--- config.mk ---
export PLATFORM = sky130hd
export DESIGN_NAME = tdmsc_top
export DESIGN_NICKNAME = d
export VERILOG_FILES = /design/src/tdmsc_top.v
export VERILOG_INCLUDE_DIRS = /design/src
export SDC_FILE = /design/constraint.sdc
export NUM_CORES = 1
export LEC_CHECK = 0
export BUFFER_PORTS_ARGS = -buffer_cell sky130_fd_sc_hd__buf_2
export CAP_MARGIN = 10
export CORE_MARGIN = 2
export CORE_UTILIZATION = 52
export DETAILED_ROUTE_END_ITERATION = 12
export PLACE_DENSITY = 0.82
export SKIP_CTS_REPAIR_TIMING = 1
export SLEW_MARGIN = 20
export SYNTH_ARGS = -nofsm -noshare
export SYNTH_HDL_FRONTEND = slang
export SYNTH_SLANG_ARGS = --single-unit
--- constraint.sdc ---
create_clock -name i_ref_clk -period 8.3 [get_ports i_ref_clk]
set_input_delay 0.415 -clock i_ref_clk [delete_from_list [all_inputs] [get_ports i_ref_clk]]
set_output_delay 0.415 -clock i_ref_clk [all_outputs]
set_load 0.03 [all_outputs]
--- src/tdmsc_map.vh ---
// Register map, field positions, reset values and counts of the clock and frame-sync front end
`ifndef TDMSC_MAP_VH
`define TDMSC_MAP_VH

// Byte offsets
`define TDMSC_OFF_GLOBAL 12'h000
`define TDMSC_OFF_TX_SRC 12'h004
`define TDMSC_OFF_RX_SRC 12'h008
`define TDMSC_OFF_TX_CTRL 12'h00c
`define TDMSC_OFF_RX_CTRL 12'h010
`define TDMSC_OFF_STATUS 12'h014

// Global control fields
`define TDMSC_GC_RX_EN 0
`define TDMSC_GC_TX_EN 1
`define TDMSC_GC_CLOCK_REDUNDANCY_SELECT 4

// Clock source field
`define TDMSC_SRC_SEL 0

// Direction control fields
`define TDMSC_CT_MODE 0
`define TDMSC_CT_RATE_LO 1
`define TDMSC_CT_RATE_HI 2
`define TDMSC_CT_DPOL 5
`define TDMSC_CT_FPOL 6
`define TDMSC_CT_SPOL 7

// Status fields
`define TDMSC_ST_RX_RUN 0
`define TDMSC_ST_TX_RUN 1
`define TDMSC_ST_OVR 2
`define TDMSC_ST_UNDR 3

// Reset values: double-rate clock, low rate, first source
`define TDMSC_RST_GLOBAL 8'h00
`define TDMSC_RST_SRC 1'b0
`define TDMSC_RST_CTRL 8'h00

// Line rate codes
`define TDMSC_RATE_LOW 2'b00
`define TDMSC_RATE_MID 2'b01
`define TDMSC_RATE_HIGH 2'b10

// Active link masks per rate
`define TDMSC_LINKS_LOW 8'hff
`define TDMSC_LINKS_MID 8'h0f
`define TDMSC_LINKS_HIGH 8'h03
`define TDMSC_LINKS_NONE 8'h00

// Frame length in data bits at the low rate: 128 timeslots of 8 bits
`define TDMSC_TS_LOW 10'h080
`define TDMSC_FRAME_BITS 14'h0400

// Buffer shape
`define TDMSC_FIFO_W 8
`define TDMSC_FIFO_D 16
`define TDMSC_FIFO_AW 4

`endif

--- src/tdmsc_top.v ---
// Clock, frame-sync and rate front end of a multi-link TDM serial port, with its receive buffer
`timescale 1ns/1ns
`include "tdmsc_map.vh"

////////////////////////////////////////////////////////////////////////////////
// Receive buffer: plain circular FIFO with honest full and empty
module tdmsc_fifo #(
  parameter W = `TDMSC_FIFO_W,
  parameter D = `TDMSC_FIFO_D,
  parameter AW = `TDMSC_FIFO_AW
) (
  input wire i_ref_clk,
  input wire i_nrst,
  input wire i_clk_en,
  input wire i_flush,
  input wire i_in_valid,
  output wire o_in_ready,
  input wire [W-1:0] i_in_data,
  output wire o_out_valid,
  input wire i_out_ready,
  output wire [W-1:0] o_out_data
);
  reg [W-1:0] mem_q [0:D-1];
  reg [AW:0] wr_q;
  reg [AW:0] rd_q;
  wire full = (wr_q[AW] != rd_q[AW]) && (wr_q[AW-1:0] == rd_q[AW-1:0]);
  wire empty = (wr_q == rd_q);
  wire push = i_in_valid && !full;
  wire pop = i_out_ready && !empty;

  assign o_in_ready = !full;
  assign o_out_valid = !empty;
  assign o_out_data = mem_q[rd_q[AW-1:0]];

  always @(posedge i_ref_clk) begin
    if (!i_nrst || (i_clk_en && i_flush)) begin
      wr_q <= {(AW+1){1'b0}};
      rd_q <= {(AW+1){1'b0}};
    end else if (i_clk_en) begin
      if (push) begin
        wr_q <= wr_q + 1'b1;
      end
      if (pop) begin
        rd_q <= rd_q + 1'b1;
      end
    end
  end

  // Storage needs no reset; pointers define what is valid
  always @(posedge i_ref_clk) begin
    if (i_clk_en && push) begin
      mem_q[wr_q[AW-1:0]] <= i_in_data;
    end
  end
endmodule

////////////////////////////////////////////////////////////////////////////////
// How it works
// RL1: Far end supplies steady clock, timeslots times bits per frame, 1024 by default.
// RL2: Frame syncs before frame end ignored; extra clocks after it ignored until sync.
// RL3: Six options from clock mode and line rate: single or double clock per rate.
// RL4: Active links shrink with rate: eight, four, then two.
// RL5: Timeslots per link 128, 256, 512 so the total stays constant.
// RL6: Unused links get the same disabled driver state as disabled timeslots.
// RL7: Default shared clock, sync and rate; primary times all inputs and outputs.
// RL8: Software swaps primary and backup by rewriting config, losing a few frames.
// RL9: Redundancy bit 4: zero makes both follow transmit settings, one independent.
// RL10: Independent mode keeps a backup source in each direction, chosen separately.
// RL11: Clock mode bit 0: zero double-rate clock, one single-rate clock.
// RL12: Double rate takes two sample edges per bit, phase set by sync edge.
// RL13: Rate field bits 2-1: 00 low, 01 mid, 10 high, 11 reserved.
// RL14: Source bit 0 picks first or second clock and sync pair.
// RL15: All receive links share one clock and sync; likewise all transmit links.
// RL16: Data and sync sampling edges chosen separately, per direction.
// RL17: Sync polarity bit 7: zero active low, one active high.
// RL18: Reset leaves double clocking selected; single available at every rate.
// RL19: Polarity fields are write protected while that direction is enabled.
module tdmsc_top (
  input wire i_ref_clk,
  input wire i_nrst,
  input wire i_clk_en,
  input wire i_psel,
  input wire i_penable,
  input wire i_pwrite,
  input wire [11:0] i_paddr,
  input wire [31:0] i_pwdata,
  output reg [31:0] o_prdata,
  output reg o_pready,
  output reg o_pslverr,
  input wire i_first_serial_clock_in,
  input wire i_first_frame_sync_in,
  input wire i_second_serial_clock_in,
  input wire i_second_frame_sync_in,
  input wire [7:0] i_rx_data,
  output reg [7:0] o_tx_data,
  output reg [7:0] o_tx_oe_n,
  output reg [7:0] o_rx_word,
  output reg o_rx_valid,
  input wire i_rx_ready,
  input wire [7:0] i_tx_word,
  input wire i_tx_valid,
  output reg o_tx_ready
);
  localparam NPIN = 12;
  localparam DRX = 0;
  localparam DTX = 1;

  ////////////////////////////////////////////////////////////////////////////////
  // Registers
  reg [7:0] glb_q;
  reg [1:0] src_q;
  reg [7:0] ctrl_q [0:1];
  reg ovr_q;
  reg undr_q;
  wire [1:0] run_w;
  wire [1:0] stb_w;
  wire [1:0] start_w;
  wire [1:0] en_w = {glb_q[`TDMSC_GC_TX_EN], glb_q[`TDMSC_GC_RX_EN]};
  wire clock_redundancy_select = glb_q[`TDMSC_GC_CLOCK_REDUNDANCY_SELECT];

  ////////////////////////////////////////////////////////////////////////////////
  // Pin synchronisers: three stages, a change counts once stages two and three agree
  wire [NPIN-1:0] pin_raw = {i_rx_data, i_second_frame_sync_in, i_second_serial_clock_in,
    i_first_frame_sync_in, i_first_serial_clock_in};
  reg [NPIN-1:0] s1_q;
  reg [NPIN-1:0] s2_q;
  reg [NPIN-1:0] s3_q;
  reg [NPIN-1:0] pin_q;
  reg [NPIN-1:0] pin_p_q;

  genvar g;
  generate
    for (g = 0; g < NPIN; g = g + 1) begin : g_sync
      always @(posedge i_ref_clk) begin
        if (!i_nrst) begin
          s1_q[g] <= 1'b0;
          s2_q[g] <= 1'b0;
          s3_q[g] <= 1'b0;
          pin_q[g] <= 1'b0;
          pin_p_q[g] <= 1'b0;
        end else if (i_clk_en) begin
          s1_q[g] <= pin_raw[g];
          s2_q[g] <= s1_q[g];
          s3_q[g] <= s2_q[g];
          if (s2_q[g] == s3_q[g]) begin
            pin_q[g] <= s3_q[g];
          end
          pin_p_q[g] <= pin_q[g];
        end
      end
    end
  endgenerate

  ////////////////////////////////////////////////////////////////////////////////
  // Per-direction clock selection, edge choice and frame tracking
  wire [1:0] rate_w [0:1];
  wire [7:0] links_w [0:1];

  generate
    for (g = 0; g < 2; g = g + 1) begin : g_dir
      // Shared mode takes transmit source, mode and rate; polarities stay per direction
      wire [7:0] cfg = clock_redundancy_select ? ctrl_q[g] : ctrl_q[DTX]; // RL9 RL7
      wire src = clock_redundancy_select ? src_q[g] : src_q[DTX]; // RL9 RL10
      wire single = cfg[`TDMSC_CT_MODE]; // RL11
      wire [1:0] rate = cfg[`TDMSC_CT_RATE_HI:`TDMSC_CT_RATE_LO];
      wire dpol = ctrl_q[g][`TDMSC_CT_DPOL];
      wire fpol = ctrl_q[g][`TDMSC_CT_FPOL];
      wire spol = ctrl_q[g][`TDMSC_CT_SPOL];
      // One pair feeds every link of the direction
      wire ck = src ? pin_q[2] : pin_q[0]; // RL14 RL15
      wire ck_p = src ? pin_p_q[2] : pin_p_q[0]; // RL14 RL15
      wire fs = src ? pin_q[3] : pin_q[1]; // RL14
      wire rise = ck & ~ck_p;
      wire fall = ~ck & ck_p;
      wire fs_act = spol ? fs : ~fs; // RL17
      wire sync_edge = fpol ? fall : rise; // RL16
      wire data_edge = single ? (dpol ? fall : rise) : (rise | fall); // RL16 RL12
      reg run_q;
      reg half_q;
      reg [13:0] cnt_q;
      reg [13:0] len;
      reg [7:0] links;
      // Frame length in bits grows with rate so timeslots per link scale too
      always @* begin
        case (rate) // RL13 RL4 RL5 RL3
          `TDMSC_RATE_LOW: begin
            len = `TDMSC_FRAME_BITS;
            links = `TDMSC_LINKS_LOW;
          end
          `TDMSC_RATE_MID: begin
            len = `TDMSC_FRAME_BITS << 1;
            links = `TDMSC_LINKS_MID;
          end
          `TDMSC_RATE_HIGH: begin
            len = `TDMSC_FRAME_BITS << 2;
            links = `TDMSC_LINKS_HIGH;
          end
          default: begin
            // Reserved code: every link disabled, frame never opens
            len = `TDMSC_FRAME_BITS;
            links = `TDMSC_LINKS_NONE;
          end
        endcase
      end
      wire bit_stb = data_edge & (single | half_q); // RL12
      wire start = en_w[g] & ~run_q & sync_edge & fs_act & (links != `TDMSC_LINKS_NONE); // RL2
      always @(posedge i_ref_clk) begin
        if (!i_nrst) begin
          run_q <= 1'b0;
          half_q <= 1'b0;
          cnt_q <= 14'h0000;
        end else if (i_clk_en) begin
          if (!en_w[g]) begin
            run_q <= 1'b0;
            half_q <= 1'b0;
            cnt_q <= 14'h0000;
          end else if (start) begin
            // Bit phase of a double-rate clock follows the sync detection edge
            run_q <= 1'b1; // RL2
            half_q <= 1'b0; // RL12
            cnt_q <= 14'h0000;
          end else if (run_q && data_edge) begin
            half_q <= single ? 1'b0 : ~half_q; // RL12
            if (bit_stb) begin
              // Syncs are ignored while counting; clocks past the end are ignored
              if (cnt_q == len - 14'h0001) begin
                run_q <= 1'b0; // RL2
                cnt_q <= 14'h0000;
              end else begin
                cnt_q <= cnt_q + 14'h0001;
              end
            end
          end
        end
      end
      assign run_w[g] = run_q;
      assign stb_w[g] = run_q & bit_stb & ~start;
      assign start_w[g] = start;
      assign rate_w[g] = rate;
      assign links_w[g] = links;
    end
  endgenerate

  ////////////////////////////////////////////////////////////////////////////////
  // Receive path: one masked sample word per bit, through the buffer
  wire fifo_in_ready;
  wire fifo_out_valid;
  wire [7:0] fifo_out_data;
  wire rx_take = !o_rx_valid || i_rx_ready;
  wire [7:0] rx_sample = pin_q[11:4] & links_w[DRX]; // RL4 RL6

  tdmsc_fifo #(
    .W(`TDMSC_FIFO_W),
    .D(`TDMSC_FIFO_D),
    .AW(`TDMSC_FIFO_AW)
  ) u_rx_fifo (
    .i_ref_clk(i_ref_clk),
    .i_nrst(i_nrst),
    .i_clk_en(i_clk_en),
    .i_flush(~en_w[DRX]),
    .i_in_valid(stb_w[DRX]),
    .o_in_ready(fifo_in_ready),
    .i_in_data(rx_sample),
    .o_out_valid(fifo_out_valid),
    .i_out_ready(rx_take),
    .o_out_data(fifo_out_data)
  );

  always @(posedge i_ref_clk) begin
    if (!i_nrst) begin
      o_rx_valid <= 1'b0;
      o_rx_word <= 8'h00;
    end else if (i_clk_en) begin
      if (rx_take) begin
        o_rx_valid <= fifo_out_valid;
        if (fifo_out_valid) begin
          o_rx_word <= fifo_out_data;
        end
      end
    end
  end

  ////////////////////////////////////////////////////////////////////////////////
  // Transmit path: holding word moves to the pins on each transmit bit
  reg [7:0] hold_q;
  reg hold_v_q;
  wire tx_take = i_tx_valid && o_tx_ready;

  always @(posedge i_ref_clk) begin
    if (!i_nrst) begin
      hold_q <= 8'h00;
      hold_v_q <= 1'b0;
      o_tx_ready <= 1'b0;
      o_tx_data <= 8'h00;
      o_tx_oe_n <= 8'hff;
    end else if (i_clk_en) begin
      if (tx_take) begin
        hold_q <= i_tx_word;
        hold_v_q <= 1'b1;
      end else if (stb_w[DTX]) begin
        hold_v_q <= 1'b0;
      end
      // Ready only while the holding word is free and transmit is enabled
      o_tx_ready <= en_w[DTX] && !(hold_v_q || tx_take) || (stb_w[DTX] && !tx_take);
      if (!en_w[DTX] || !run_w[DTX]) begin
        o_tx_data <= 8'h00;
        o_tx_oe_n <= 8'hff;
      end else if (stb_w[DTX]) begin
        // Inactive links and empty bits share one disabled state: released, data low
        o_tx_data <= hold_v_q ? (hold_q & links_w[DTX]) : 8'h00; // RL6
        o_tx_oe_n <= hold_v_q ? ~links_w[DTX] : 8'hff; // RL4 RL6
      end
    end
  end

  ////////////////////////////////////////////////////////////////////////////////
  // APB slave: one wait state, then pready for one cycle
  wire acc = i_psel && i_penable && !o_pready;
  wire hit_glb = (i_paddr == `TDMSC_OFF_GLOBAL);
  wire hit_tsrc = (i_paddr == `TDMSC_OFF_TX_SRC);
  wire hit_rsrc = (i_paddr == `TDMSC_OFF_RX_SRC);
  wire hit_tctl = (i_paddr == `TDMSC_OFF_TX_CTRL);
  wire hit_rctl = (i_paddr == `TDMSC_OFF_RX_CTRL);
  wire hit_st = (i_paddr == `TDMSC_OFF_STATUS);
  wire mapped = hit_glb | hit_tsrc | hit_rsrc | hit_tctl | hit_rctl | hit_st;
  wire wr = acc && i_pwrite;
  wire ovr_set = stb_w[DRX] && !fifo_in_ready;
  wire undr_set = stb_w[DTX] && !hold_v_q;
  reg [31:0] rd_mux;

  always @* begin
    rd_mux = 32'h0000_0000;
    if (hit_glb) begin
      rd_mux[7:0] = glb_q;
    end else if (hit_tsrc) begin
      rd_mux[0] = src_q[DTX];
    end else if (hit_rsrc) begin
      rd_mux[0] = src_q[DRX];
    end else if (hit_tctl) begin
      rd_mux[7:0] = ctrl_q[DTX];
    end else if (hit_rctl) begin
      rd_mux[7:0] = ctrl_q[DRX];
    end else if (hit_st) begin
      rd_mux[`TDMSC_ST_RX_RUN] = run_w[DRX];
      rd_mux[`TDMSC_ST_TX_RUN] = run_w[DTX];
      rd_mux[`TDMSC_ST_OVR] = ovr_q;
      rd_mux[`TDMSC_ST_UNDR] = undr_q;
      rd_mux[15:8] = links_w[DRX];
      rd_mux[23:16] = links_w[DTX];
      // Line rate code of the receive direction
      rd_mux[27:24] = {2'b00, rate_w[DRX]};
    end
  end

  generate
    for (g = 0; g < 2; g = g + 1) begin : g_ctl
      wire hit = (g == DTX) ? hit_tctl : hit_rctl;
      wire hit_src = (g == DTX) ? hit_tsrc : hit_rsrc;
      always @(posedge i_ref_clk) begin
        if (!i_nrst) begin
          ctrl_q[g] <= `TDMSC_RST_CTRL; // RL18
          src_q[g] <= `TDMSC_RST_SRC; // RL7
        end else if (i_clk_en && wr) begin
          if (hit) begin
            // Bits 4:3 unused, so they stay zero and read back as zero
            ctrl_q[g][4:0] <= {2'b00, i_pwdata[2:0]};
            if (!en_w[g]) begin
              ctrl_q[g][7:5] <= i_pwdata[7:5]; // RL19
            end
          end
          // Swapping to the backup pair is a plain rewrite here
          if (hit_src) begin
            src_q[g] <= i_pwdata[`TDMSC_SRC_SEL]; // RL8
          end
        end
      end
    end
  endgenerate

  always @(posedge i_ref_clk) begin
    if (!i_nrst) begin
      glb_q <= `TDMSC_RST_GLOBAL; // RL7
      ovr_q <= 1'b0;
      undr_q <= 1'b0;
      o_pready <= 1'b0;
      o_pslverr <= 1'b0;
      o_prdata <= 32'h0000_0000;
    end else if (i_clk_en) begin
      o_pready <= acc;
      o_pslverr <= acc && !mapped;
      o_prdata <= (acc && !i_pwrite) ? rd_mux : 32'h0000_0000;
      if (wr && hit_glb) begin
        glb_q <= {3'b000, i_pwdata[`TDMSC_GC_CLOCK_REDUNDANCY_SELECT], 2'b00, i_pwdata[1:0]}; // RL9
      end
      // Set wins over a write-one clear in the same cycle
      if (ovr_set) begin
        ovr_q <= 1'b1;
      end else if (wr && hit_st && i_pwdata[`TDMSC_ST_OVR]) begin
        ovr_q <= 1'b0;
      end
      if (undr_set) begin
        undr_q <= 1'b1;
      end else if (wr && hit_st && i_pwdata[`TDMSC_ST_UNDR]) begin
        undr_q <= 1'b0;
      end
    end
  end
endmodule

== After elaboration in Yosys (flattened, before gate mapping) ==
Memory sizes are Yosys's and may differ from the RTL's. A register that Yosys moved wholly into a read port is not among the register bits.
Cells that the tools add are included.
Word-level totals
  register bits after elaboration: 160
  bits in writable memories: 140
  input port bits: 72
  word-level logic and storage cells: 338
  memories kept: 2
Memory list
  u_rx_fifo.mem_q: depth 16, bits a word 8, read ports 1, clocked after Yosys merged registers in 1, write ports 1, RTL line tdmsc_top.v:23  | reg [W-1:0] mem_q [0:D-1];
  ctrl_q: depth 2, bits a word 6, read ports 2, clocked after Yosys merged registers in 0, write ports 2, RTL line tdmsc_top.v:112  | reg [7:0] ctrl_q [0:1];
Cells by class
  add/subtract/negate cells: 6
  equality and inequality tests: 32
  multiplexer cells: 99
  bitwise operators: 48
  reduce and logical (&&, ||, !) cells: 79
Operators by type and width (number)
  2-to-1 mux 14 bit: 10
  2-to-1 mux 8 bit: 8
  2-to-1 mux 1 bit: 62
  2-to-1 mux 20 bit: 3
  2-to-1 mux 27 bit: 2
  one-hot mux 13 bit (2 select lines): 2
  AND reduction 2 bit: 25
  one-hot mux 8 bit (3 select lines): 2
  adder 14 x 1 -> 14 bit (second input constant): 2
  == test 14 bit: 2
  2-to-1 mux 28 bit: 1
  subtractor 14 x 1 -> 14 bit (second input constant): 2
  == test 12 x 4 -> 1 bit (second input constant): 2
  == test 12 x 5 -> 1 bit (second input constant): 2
  logical AND 1 bit: 22
  bitwise AND 1 bit: 18
  2-to-1 mux 18 bit: 1
  inequality test 3 x 1 -> 1 bit (second input constant): 6
  bitwise AND 8 bit: 2
  nonzero test 8 bit: 2
  2-to-1 mux 3 bit: 5
  inverter 1 bit: 14
  zero test 1 bit: 13
  OR 1 bit: 13
  16 further kinds: 43

== Logic depth before layout (Yosys ltp) ==
Gate-level depths: netlist of run 1.
  depth in word-level cells: 14
  depth in mapped cells: 12
  gate-level depth less buffers: 9

== By module ==
Synthesis of run 1 repeated with hierarchy kept, for this count alone.
Unflattened totals
  cells, all modules: 1054
  area, all modules: 13040.0 sq um
By module, submodules not included
  tdmsc_top: instances 1, cells each 766, area each 7200.7 sq um, sequential area each 3103.0 sq um
  tdmsc_fifo: instances 1, cells each 288, area each 5839.4 sq um, sequential area each 4124.0 sq um

== Least setup slack after synthesis of run 1 ==
Ideal clock, no wire load.
  kind: register to register
  from: reg glb_q[4]
  to: mem u_rx_fifo.mem_q[3][0] (netlist bit), enable pin
  setup time: 383 ps
  data arrival time: 2841 ps
  slack: 5075 ps
  stages on the path, launching flop included: 9
  cells stage by stage: dfxtp_1 > buf_6 > mux2i_1 > mux2_2 > ha_1 > nand2b_1 > mux2_4 > a2111o_1 > nor3_1
Between the ends
  longest elaborated chain between the ends: 14
RTL lines
  from (decl): RTL line tdmsc_top.v:110  | reg [7:0] glb_q;
  from (signal assigned): RTL line tdmsc_top.v:382  | glb_q <= `TDMSC_RST_GLOBAL;
  from (signal assigned): RTL line tdmsc_top.v:393  | glb_q <= {3'b000, i_pwdata[`TDMSC_GC_CLOCK_REDUNDANCY_SELECT], 2'b00, i_pwdata[1:0]};
  2-to-1 mux 1 bit: RTL line tdmsc_top.v:163  | wire src = clock_redundancy_select ? src_q[g] : src_q[DTX];
  2-to-1 mux 1 bit, on equally long branches: RTL line tdmsc_top.v:171, tdmsc_top.v:170
  inverter 1 bit, on equally long branches: RTL line tdmsc_top.v:173, tdmsc_top.v:174
  bitwise AND 1 bit, on equally long branches: RTL line tdmsc_top.v:173, tdmsc_top.v:174
  2-to-1 mux 1 bit: RTL line tdmsc_top.v:176  | wire sync_edge = fpol ? fall : rise;
  bitwise AND 1 bit (3 in series): RTL line tdmsc_top.v:206  | wire start = en_w[g] & ~run_q & sync_edge & fs_act & (links != `TDMSC_LINKS_NONE);
  inverter 1 bit: RTL line tdmsc_top.v:237  | assign stb_w[g] = run_q & bit_stb & ~start;
  bitwise AND 1 bit *: RTL line tdmsc_top.v:237
  logical AND 1 bit *: RTL line tdmsc_top.v:28  | wire push = i_in_valid && !full;
  logical AND 1 bit *: RTL line tdmsc_top.v:51  | if (i_clk_en && push) begin
  2-to-1 mux 1 bit *: RTL line tdmsc_top.v:51
  2-to-1 mux 1 bit (implied by the code) *: RTL line tdmsc_top.v:52  | mem_q[wr_q[AW-1:0]] <= i_in_data;
  to (decl): RTL line tdmsc_top.v:23
Every way passes the cells marked *; elsewhere a longest branch is shown, timed or not.

== Worst setup path in the final report of run 1 ==
  from: reg glb_q[4]
  to: mem u_rx_fifo.mem_q[1][0] (netlist bit), enable pin
Same word-level chain as after synthesis.

==> results of run 1 <==
kinds of logic (layout without fill, tap and decap cells):
group                    Yosys count  in the layout  share of synthesized area (%)
other                              1              8                         0.0292
XOR/XNOR                          16             16                           1.09
flip-flops                       287            287                           55.7
AND/OR/NAND/NOR                  344            344                           13.7
AO/OA/AOI/OAI                    208            208                           11.0
adder cells (fa/ha/maj)           19             19                           1.85
buffers and inverters            113            190                           4.51
multiplexers                     104            104                           12.1
path summary, 6_finish.rpt:
path	slack [ps]	start	cells after the start	endpoint
setup / recovery	4370	glb_q[4]	7	u_rx_fifo.mem_q[1][0]
hold / removal	100	i_rx_data[5]	3	s1_q[9]
setup reg to reg	4370	glb_q[4]	7	u_rx_fifo.mem_q[1][0]
hold reg to reg	450	o_tx_data[1]	2	o_tx_data[1]
through the flow:
step	instances	area (sq um)	hold WS, ps	util, %
after floorplan	1097	12800	436	-
after global placement	1446	13400	431	55.1
after detailed placement	1446	13400	439	55.1
after CTS	1498	14400	91.8	59.3
after global routing	1500	14400	103	59.4
final	1500	14400	102	59.4
area by class of cell:
cell class              instances  area share [%]
flip-flops and latches        287            49.6
multi-input cells             697            35.6
inverters                      24           0.625
well taps                     324            2.81
clock buffers                  38            5.62
diodes                          2          0.0347
clock inverters                14            1.45
repair buffers                114            4.20
layout by cell type (no fill, tap or decap), types with 10 or more instances in the layout:
cell,netlist,final
dfxtp_1,147,146
edfxtp_1,140,140
buf_2,15,100
nand2_1,91,91
nor2_1,78,78
mux2i_1,58,58
a21oi_1,52,52
o21ai_0,49,49
mux4_2,40,40
nand3_1,36,36
clkbuf_16,0,29
and3_1,24,24
a21o_1,24,24
inv_1,21,21
nand4_1,21,21
ha_1,19,19
buf_4,26,14
and2_1,13,13
a211oi_1,13,13
or3_1,12,12
nor3_1,11,11
nor4_1,11,11
xor2_1,10,10
worst max-delay path, stage by stage (launching register included):
cell	delay [ps]
dfxtp_1	550
mux2i_1	500
mux2_2	410
ha_1	340
nand2b_1	180
mux2_4	290
a211oi_2	710
and3_1	590
routing by layer:
metal | vias up | part of all wire [%] | global-route usage, %
met5 | - | 0 | 0
met4 | 0 | 2.2 | 7.31
met3 | 57 | 8.1 | 3.72
met2 | 460 | 48 | 37.7
met1 | 4388 | 42 | 31.9
li1 | 4187 | - | -
flip-flops by register name, indices dropped and copies added, names as in the netlist, 12 cells and up:
signal,cells
u_rx_fifo.mem_q,128
s2_q,12
pin_q,12
s3_q,12
ctrl_q,12
o_prdata,16
g_dir.cnt_q,28
s1_q,12
report_power, final:
part	leakage, uW	switching [uW]	internal (uW)	total, uW
Sequential	0.00281	7.77	1480	1490
Clock	0.000505	534	840	1370
Combinational	0.00227	59.6	28.8	88.4
Total	0.00558	602	2350	2950
==> flow_summary_export.csv, run 1 <==
group,metric,value,unit
clock_tree,htree_levels,1,
power,ir_worst_vdd,0.000155,V
logic_synthesis,synth_cells,1092,
grt,globalRouteTotalUtil,23.1,%
detailed_routing,drc_errors,0,
logic_synthesis,synth.avg_cell_area,11.7,sq um
timing,rsz0062_at_grt,"no",
die,row_count,57,
detailed_routing,drt_wl_total,29800,um
detailed_routing,vias_per_cell,6.06,
cells_and_area,nFillCells,1841,
die,start_util,52.9,%
clock_tree,clk_latency,550,ps
critical_path,worstPathArrival,4120,ps
critical_path,end_kind,"register",
worst_hold_path,hold_path.class,"primary input to register",
grt,globalRouteOverflowTotal,0,
logic_synthesis,yosys-top-cells-area,"edfxtp_1, dfxtp_1, mux4_2",
placement,place_congestion,0.860,
grt,grt_max_degree,91,
critical_path,path_max_fanout,15,
timing,maxSlewViolCount,0,
cells_and_area,final_nets,1243,
detailed_routing,post_drt_wl_per_cell,19.9,um
grt,grt_pass1_wl,48000,um
cells_and_area,area_growth,12.3,%
grt,grt_pass1_vias,8879,
placement,numPortBuffers,101,
timing,finClkSkew,21.6,ps
timing,max_freq,0.255,GHz
die,fp.dieArea,25900,sq um
outcome,status,"finished, final reports clean",
logic_synthesis,synth_top_area_share,32.8,%
logic_synthesis,ys_top_cells_by_count,"dfxtp_1, edfxtp_1, nand2_1",
power,pwr_density_cell,205,nW/um^2
logic_synthesis,synth_edf_count,140,
die,dieWidth,161,um
grt,antenna_found_initial,2,
clock_tree,cts_buffer_depth,3,
critical_path,cp_data_required_time,8490,ps
critical_path,crit_type,"register to register",
clock_tree,cts_tree,"yes",
logic_synthesis,yosysWarnings,0,
logic_synthesis,async_reset_ff_share,0,%
logic_synthesis,ys_seq_area_share,55.7,%
clock_tree,cts_sinks,287,
logic_synthesis,synthFlopType,"dfxtp_1",
cells_and_area,drive_gt1_share,19.6,%
timing,final.min_clock_period,3930,ps
logic_synthesis,ys_ff_latch,287,
timing,slew_headroom,29.5,%
timing,tns,0,ps
cells_and_area,seqCellArea,7150,sq um
power,power_leakage,0.00558,uW
timing,fin_crit_sh,47.3,%
cells_and_area,multi_input_area,5130,sq um
die,core_area,24200,sq um
timing,setup_viol,0,
clock_tree,clockRootBuffer,"clkbuf_16",
clock_tree,cts-buffers-inserted,28,
detailed_routing,drt-initial-drc-count,1095,
critical_path,startpoint_type,"register",
placement,place_hpwl,19300,um
power,power,2950,uW
detailed_routing,first_pass_iters,7,
placement,dpl_worst_slack,4450,ps
detailed_routing,vias,9092,
logic_synthesis,synth_cell_types,78,
die,num_io_pins,132,
logic_synthesis,synth_most_common_cell,"dfxtp_1",
timing,worst_slack,4370,ps
logic_synthesis,synth_area_leader_cell,"edfxtp_1",
timing,tightest_slew,1060,ps
timing,hold_viol_final,0,
die,die_height,161,um
detailed_routing,drt.antenna.violating_nets,0,
clock_tree,clk_pin_slew,60,ps
flow_run,drv_cap,0,
logic_synthesis,synth_area,12800,sq um
Note: power is estimated with default switching activity, not from simulation.
==> inputs of run 2 (changes only) <==
--- a/config.mk
+++ b/config.mk
@@ -6,12 +6,13 @@
 export SDC_FILE = /design/constraint.sdc
 export NUM_CORES = 1
 export LEC_CHECK = 0
+export ABC_AREA = 1
 export BUFFER_PORTS_ARGS = -buffer_cell sky130_fd_sc_hd__buf_2
 export CAP_MARGIN = 10
 export CORE_MARGIN = 2
 export CORE_UTILIZATION = 52
 export DETAILED_ROUTE_END_ITERATION = 12
-export PLACE_DENSITY = 0.82
+export PLACE_DENSITY = 0.85
 export SKIP_CTS_REPAIR_TIMING = 1
 export SLEW_MARGIN = 20
 export SYNTH_ARGS = -nofsm -noshare
==> constraint.sdc (replaced) <==
create_clock -name i_ref_clk -period 3.6 [get_ports i_ref_clk]
set_input_delay 0.18 -clock i_ref_clk [delete_from_list [all_inputs] [get_ports i_ref_clk]]
set_output_delay 0.18 -clock i_ref_clk [all_outputs]
set_load 0.03 [all_outputs]
==> flow_summary_export.csv, run 2 <==
group,metric,value,unit
detailed_routing,drt.antenna.violating_nets,0,
critical_path,end_kind,"register",
cells_and_area,seqCellArea,7150,sq um
power,pwr_density_cell,455,nW/um^2
timing,hold_ws,-45.7,ps
logic_synthesis,yosys-top-cells-area,"edfxtp_1, dfxtp_1, nand2_1",
die,core_area,24300,sq um
timing,slew_headroom,39.9,%
timing,max_freq,0.312,GHz
timing,hold_viol_final,5,
timing,fin_crit_sh,89.1,%
critical_path,crit_type,"register to register",
critical_path,cp_slowest_cell,"nor2_1",
timing,maxSlewViolCount,0,
detailed_routing,post_drt_wl_per_cell,16.2,um
die,dieWidth,161,um
timing,setup_viol,0,
critical_path,path_max_fanout,9,
timing,tightest_slew,901,ps
clock_tree,clk_latency,540,ps
grt,antenna_found_initial,0,
cells_and_area,layout_common_cells,"nand2_1, nor2_1, o21ai_0",
logic_synthesis,ys_ff_latch,287,
cells_and_area,nFillCells,1940,
grt,globalRouteTotalUtil,23.3,%
logic_synthesis,synth_cell_types,50,
timing,tns,0,ps
critical_path,cpPeakStageDelay,550,ps
clock_tree,cts-buffers-inserted,29,
cells_and_area,antennaDiodeCount,0,
cells_and_area,final_nets,1671,
logic_synthesis,synth_cells,1478,
power,ir_worst_vdd,0.000431,V
flow_run,drv_cap,0,
outcome,status,"finished, violations left",
outcome,violations,"negative hold slack",
logic_synthesis,synth_edf_count,140,
detailed_routing,vias_per_cell,5.51,
grt,grt_max_degree,50,
logic_synthesis,synth_area,12900,sq um
logic_synthesis,synth_top_area_share,32.7,%
power,power_leakage,0.00577,uW
cells_and_area,multi_input_area,4740,sq um
logic_synthesis,synth_area_leader_cell,"edfxtp_1",
logic_synthesis,synth.avg_cell_area,8.71,sq um
worst_hold_path,hold_path.class,"primary input to register",
timing,final.min_clock_period,3210,ps
grt,globalRouteOverflowTotal,0,
logic_synthesis,ys_seq_area_share,55.5,%
clock_tree,cts_buffer_depth,3,
logic_synthesis,synthFlopType,"dfxtp_1",
clock_tree,htree_levels,1,
die,start_util,52.9,%
detailed_routing,drt_wl_total,31300,um
cells_and_area,drive_gt1_share,13.1,%
timing,rsz0062_at_grt,"no",
logic_synthesis,async_reset_ff_share,0,%
power,power,6710,uW
clock_tree,cts_tree,"yes",
grt,grt_pass1_vias,10100,
die,row_count,57,
die,die_height,161,um
detailed_routing,drc_errors,0,
timing,finClkSkew,17.3,ps
logic_synthesis,synth_most_common_cell,"nand2_1",
critical_path,worstPathArrival,3370,ps
die,num_io_pins,132,
detailed_routing,first_pass_iters,6,
placement,place_congestion,0.922,
clock_tree,clockRootBuffer,"clkbuf_16",
cells_and_area,largest_reg_flops,128,
placement,place_hpwl,20600,um
detailed_routing,drt-initial-drc-count,1067,
critical_path,crit_chain,"inv_2 -> nand2_2 -> nand2_2 -> o21ai_0 -> ha_1 -> inv_1 -> nand2_1 -> o21ai_0 -> nand2_1 -> nand4_4 -> nor2_4 -> nand2_2 -> clkinv_2 -> nand2_1 -> nor2_1",
critical_path,cp_data_required_time,3760,ps
cells_and_area,area_growth,14.6,%
placement,numPortBuffers,101,
logic_synthesis,yosysWarnings,0,
die,fp.dieArea,26000,sq um
logic_synthesis,ys_top_cells_by_count,"nand2_1, nor2_1, o21ai_0",
critical_path,startpoint_type,"register",
detailed_routing,vias,10600,
cells_and_area,final_common_cell,"nand2_1",
grt,grt_pass1_wl,49500,um
clock_tree,cts_sinks,287,
clock_tree,clk_pin_slew,70,ps
==> run 2: logic make-up after synthesis <==
kind of cell	after synthesis	share of synthesized area (%)
simple gates	631	21.0
compound gates	291	12.6
flops	287	55.5
buf+inv	232	7.77
fa+ha+maj	19	1.85
xor+xnor	17	1.16
other cells	1	0.0291
==> run 2: critical path: cells and delay by family (launching register included) <==
family | cells | cell delay, ps
compound gates | 2 | 370
fa+ha+maj | 1 | 220
simple gates | 9 | 1480
flops | 1 | 450
buf+inv | 3 | 300
==> run 2: layout make-up <==
type / instances / share of cell area [%]
Timing Repair Buffer: 147 / 6.14
Clock inverter: 13 / 0.899
Clock buffer: 40 / 5.76
Inverter: 151 / 3.85
Sequential cell: 287 / 48.5
Tap cell: 324 / 2.75
Multi-Input combinational cell: 964 / 32.1
==> run 2: metal layers <==
layer  routed length [um]  track usage [%]  share of wire [%]  vias to the layer above
li1                     -                -                  -                     5118
met1                12700             30.4                 41                     4962
met2                15400             40.2                 49                      459
met3                 2360             3.85                7.5                       74
met4                  860             7.10                2.8                        0
met5                    0                0                  0                        -
==> run 2: worst paths after layout <==
path,from,endpoint,slack [ps],cells past startpoint
hold reg to reg,g_dir[1].half_q,g_dir[1].half_q,450,2
setup reg to reg,glb_q[4],u_rx_fifo.mem_q[8][7],390,15
hold / removal,i_pwdata[4],glb_q[4],-50,3
setup / recovery,glb_q[4],u_rx_fifo.mem_q[8][7],390,15
==> run 2: power by group <==
part	leakage, uW	total [uW]	switching (uW)	internal [uW]
logic	0.00275	227	153	73.5
registers	0.00253	3440	16.9	3420
clock network	0.000487	3040	1240	1800
total	0.00577	6710	1410	5290
==> run 2: metrics by stage <==
stage | setup slack (ps) | std cells | instance area (sq um) | utilization (%)
floorplan | 1040 | 1483 | 12900 | -
global placement | 664 | 1851 | 13500 | 55.7
detailed placement | 448 | 1851 | 13500 | 55.7
CTS | 418 | 1904 | 14500 | 59.7
global route | 132 | 1926 | 14800 | 60.7
finish | 391 | 1926 | 14800 | 60.7
==> inputs of run 3 (changes only) <==
--- a/config.mk
+++ b/config.mk
@@ -12,6 +12,7 @@
 export CORE_MARGIN = 2
 export CORE_UTILIZATION = 52
 export DETAILED_ROUTE_END_ITERATION = 12
+export HOLD_SLACK_MARGIN = 0.03
 export PLACE_DENSITY = 0.85
 export SKIP_CTS_REPAIR_TIMING = 1
 export SLEW_MARGIN = 20
==> flow_summary_export.csv, run 3 (synthesized netlist as in run 2, its figures left out) <==
group,metric,value,unit
outcome,status,"finished, final reports clean",
timing,hold_viol_final,0,
detailed_routing,wl_met1,12700,um
placement,placedInstanceArea,13500,sq um
detailed_routing,vias_per_cell,5.49,
detailed_routing,vias,10600,
power,pwr_density_cell,453,nW/um^2
timing,max_freq,0.312,GHz
critical_path,rr_endpoint,"u_rx_fifo.mem_q[8][7]",
cells_and_area,area_growth,15.2,%
cells_and_area,final_nets,1678,
timing,slew_headroom,40.1,%
timing,maxSlewViolCount,0,
clock_tree,clockRootBuffer,"clkbuf_16",
power,power_frac_seq,51.2,%
clock_tree,cts_sinks,287,
worst_hold_path,hold_path.class,"primary input to register",
detailed_routing,first_pass_iters,5,
critical_path,startpoint_type,"register",
power,sw_frac_of_total,21.1,%
die,die_height,161,um
power,p_sw,1420,uW
clock_tree,cts_buffer_depth,3,
detailed_routing,post_drt_wl_per_cell,16.2,um
clock_tree,htree_levels,1,
timing,finClkSkew,15.1,ps
worst_hold_path,hp-start,"i_tx_valid",
critical_path,crit_type,"register to register",
power,cellInternalPower,5300,uW
placement,place_hpwl,20600,um
timing,setup_viol,0,
die,row_count,57,
timing,tns,0,ps
grt,grt_pass1_wl,49500,um
grt,grt_pass1_vias,10100,
detailed_routing,routed.top_layer,"met4",
detailed_routing,dr_wl_met2,15400,um
grt,grt_max_degree,50,
worst_hold_path,whs_endpoint,"o_tx_ready",
cells_and_area,final_common_cell,"nand2_1",
timing,worst_slack,397,ps
power,power_leakage,0.00580,uW
cells_and_area,nFillCells,1923,
critical_path,rrSetupSlack,400,ps
placement,numPortBuffers,101,
power,ir_worst_vdd,0.000429,V
die,start_util,52.9,%
worst_hold_path,min_path_cells,3,
timing,tightest_slew,898,ps
power,pwr-share-comb,3.5,%
clock_tree,clk_latency,540,ps
grt,antenna_found_initial,0,
critical_path,worstReg2RegStart,"glb_q[4]",
detailed_routing,drc_errors,0,
critical_path,worstPathArrival,3370,ps
placement,place_congestion,0.922,
critical_path,end_kind,"register",
cells_and_area,layout_common_cells,"nand2_1, nor2_1, o21ai_0",
detailed_routing,dr_wl_met3,2410,um
cells_and_area,finish.instance_area,14800,sq um
power,power,6710,uW
die,fp.dieArea,26000,sq um
cells_and_area,drive_gt1_share,13.1,%
detailed_routing,drt.antenna.violating_nets,0,
critical_path,cp_data_required_time,3760,ps
cells_and_area,antennaDiodeCount,0,
timing,hold_ws,40.1,ps
die,core_area,24300,sq um
flow_run,drv_cap,0,
detailed_routing,drt_wl_total,31300,um
clock_tree,cts-buffers-inserted,29,
timing,fin_crit_sh,89.0,%
detailed_routing,drt-initial-drc-count,999,
die,dieWidth,161,um
power,clockPowerShare,45.3,%
clock_tree,clk_pin_slew,70,ps
clock_tree,cts_tree,"yes",
die,num_io_pins,132,
grt,globalRouteTotalUtil,23.3,%
cells_and_area,largest_reg_flops,128,
grt,globalRouteOverflowTotal,0,
critical_path,reg2reg_depth,15,
critical_path,critPathLaunch,"glb_q[4]",
timing,rsz0062_at_grt,"no",
critical_path,path_max_fanout,9,
timing,final.min_clock_period,3200,ps
placement,dpl_worst_slack,448,ps
-- run 3: changes by cell type in the layout (fill, tap and decap cells not counted), sizes merged --
cell	before	now
dlygate4sd3	22	29
-- run 3: worst max-delay path, stage by stage, from the launching register on --
cell,delay (ps)
dfxtp_1,440
inv_2,100
nand2_2,90
nand2_2,90
o21ai_0,290
ha_1,220
inv_1,60
nand2_1,60
o21ai_0,90
nand2_1,130
nand4_4,130
nor2_4,150
nand2_2,130
clkinv_2,140
nand2_1,150
nor2_1,550
-- run 3: cell type report --
cell class                      instances  area, sq um  area share (%)
Clock inverter                         13          133           0.895
Multi-Input combinational cell        964         4740            32.0
Tap cell                              324          405            2.74
Inverter                              151          568            3.83
Timing Repair Buffer                  154          976            6.59
Sequential cell                       287         7150            48.2
Clock buffer                           40          850            5.73
-- run 3: per-layer routing --
metal | global-route usage, % | vias up
met1 | 30.4 | 4940
li1 | - | 5138
met2 | 40.2 | 469
met4 | 7.10 | 0
met3 | 3.85 | 65
met5 | 0 | -
-- run 3: power groups by stage --
stage | Clock, uW | Sequential [uW] | Combinational (uW)
2_1_floorplan | 0 | 3510 | 133
3_3_place_gp | 0 | 3510 | 199
3_5_place_dp | 0 | 3510 | 204
4_1_cts | 3080 | 3440 | 206
5_1_grt | 3210 | 3440 | 255
6_report | 3040 | 3440 | 233
-- run 3: worst max-delay path by stage --
| stage | endpoint | slack [ps] | cells past startpoint |
|---|---|---|---|
| 6_report | u_rx_fifo.mem_q[8][7] | 400 | 15 |
| 5_1_grt | u_rx_fifo.mem_q[8][7] | 130 | 15 |
| 4_1_cts | u_rx_fifo.mem_q[8][7] | 420 | 15 |
| 3_5_place_dp | u_rx_fifo.mem_q[8][7] | 450 | 15 |
| 3_3_place_gp | u_rx_fifo.mem_q[13][0] | 660 | 15 |
| 2_1_floorplan | u_rx_fifo.mem_q[0][0] | 1040 | 12 |
-- run 3: through the flow --
step | utilization [%] | cells
2_1_floorplan | - | 1483
3_3_place_gp | 55.7 | 1851
3_5_place_dp | 55.7 | 1851
4_1_cts | 59.7 | 1904
5_1_grt | 60.9 | 1933
6_report | 60.9 | 1933
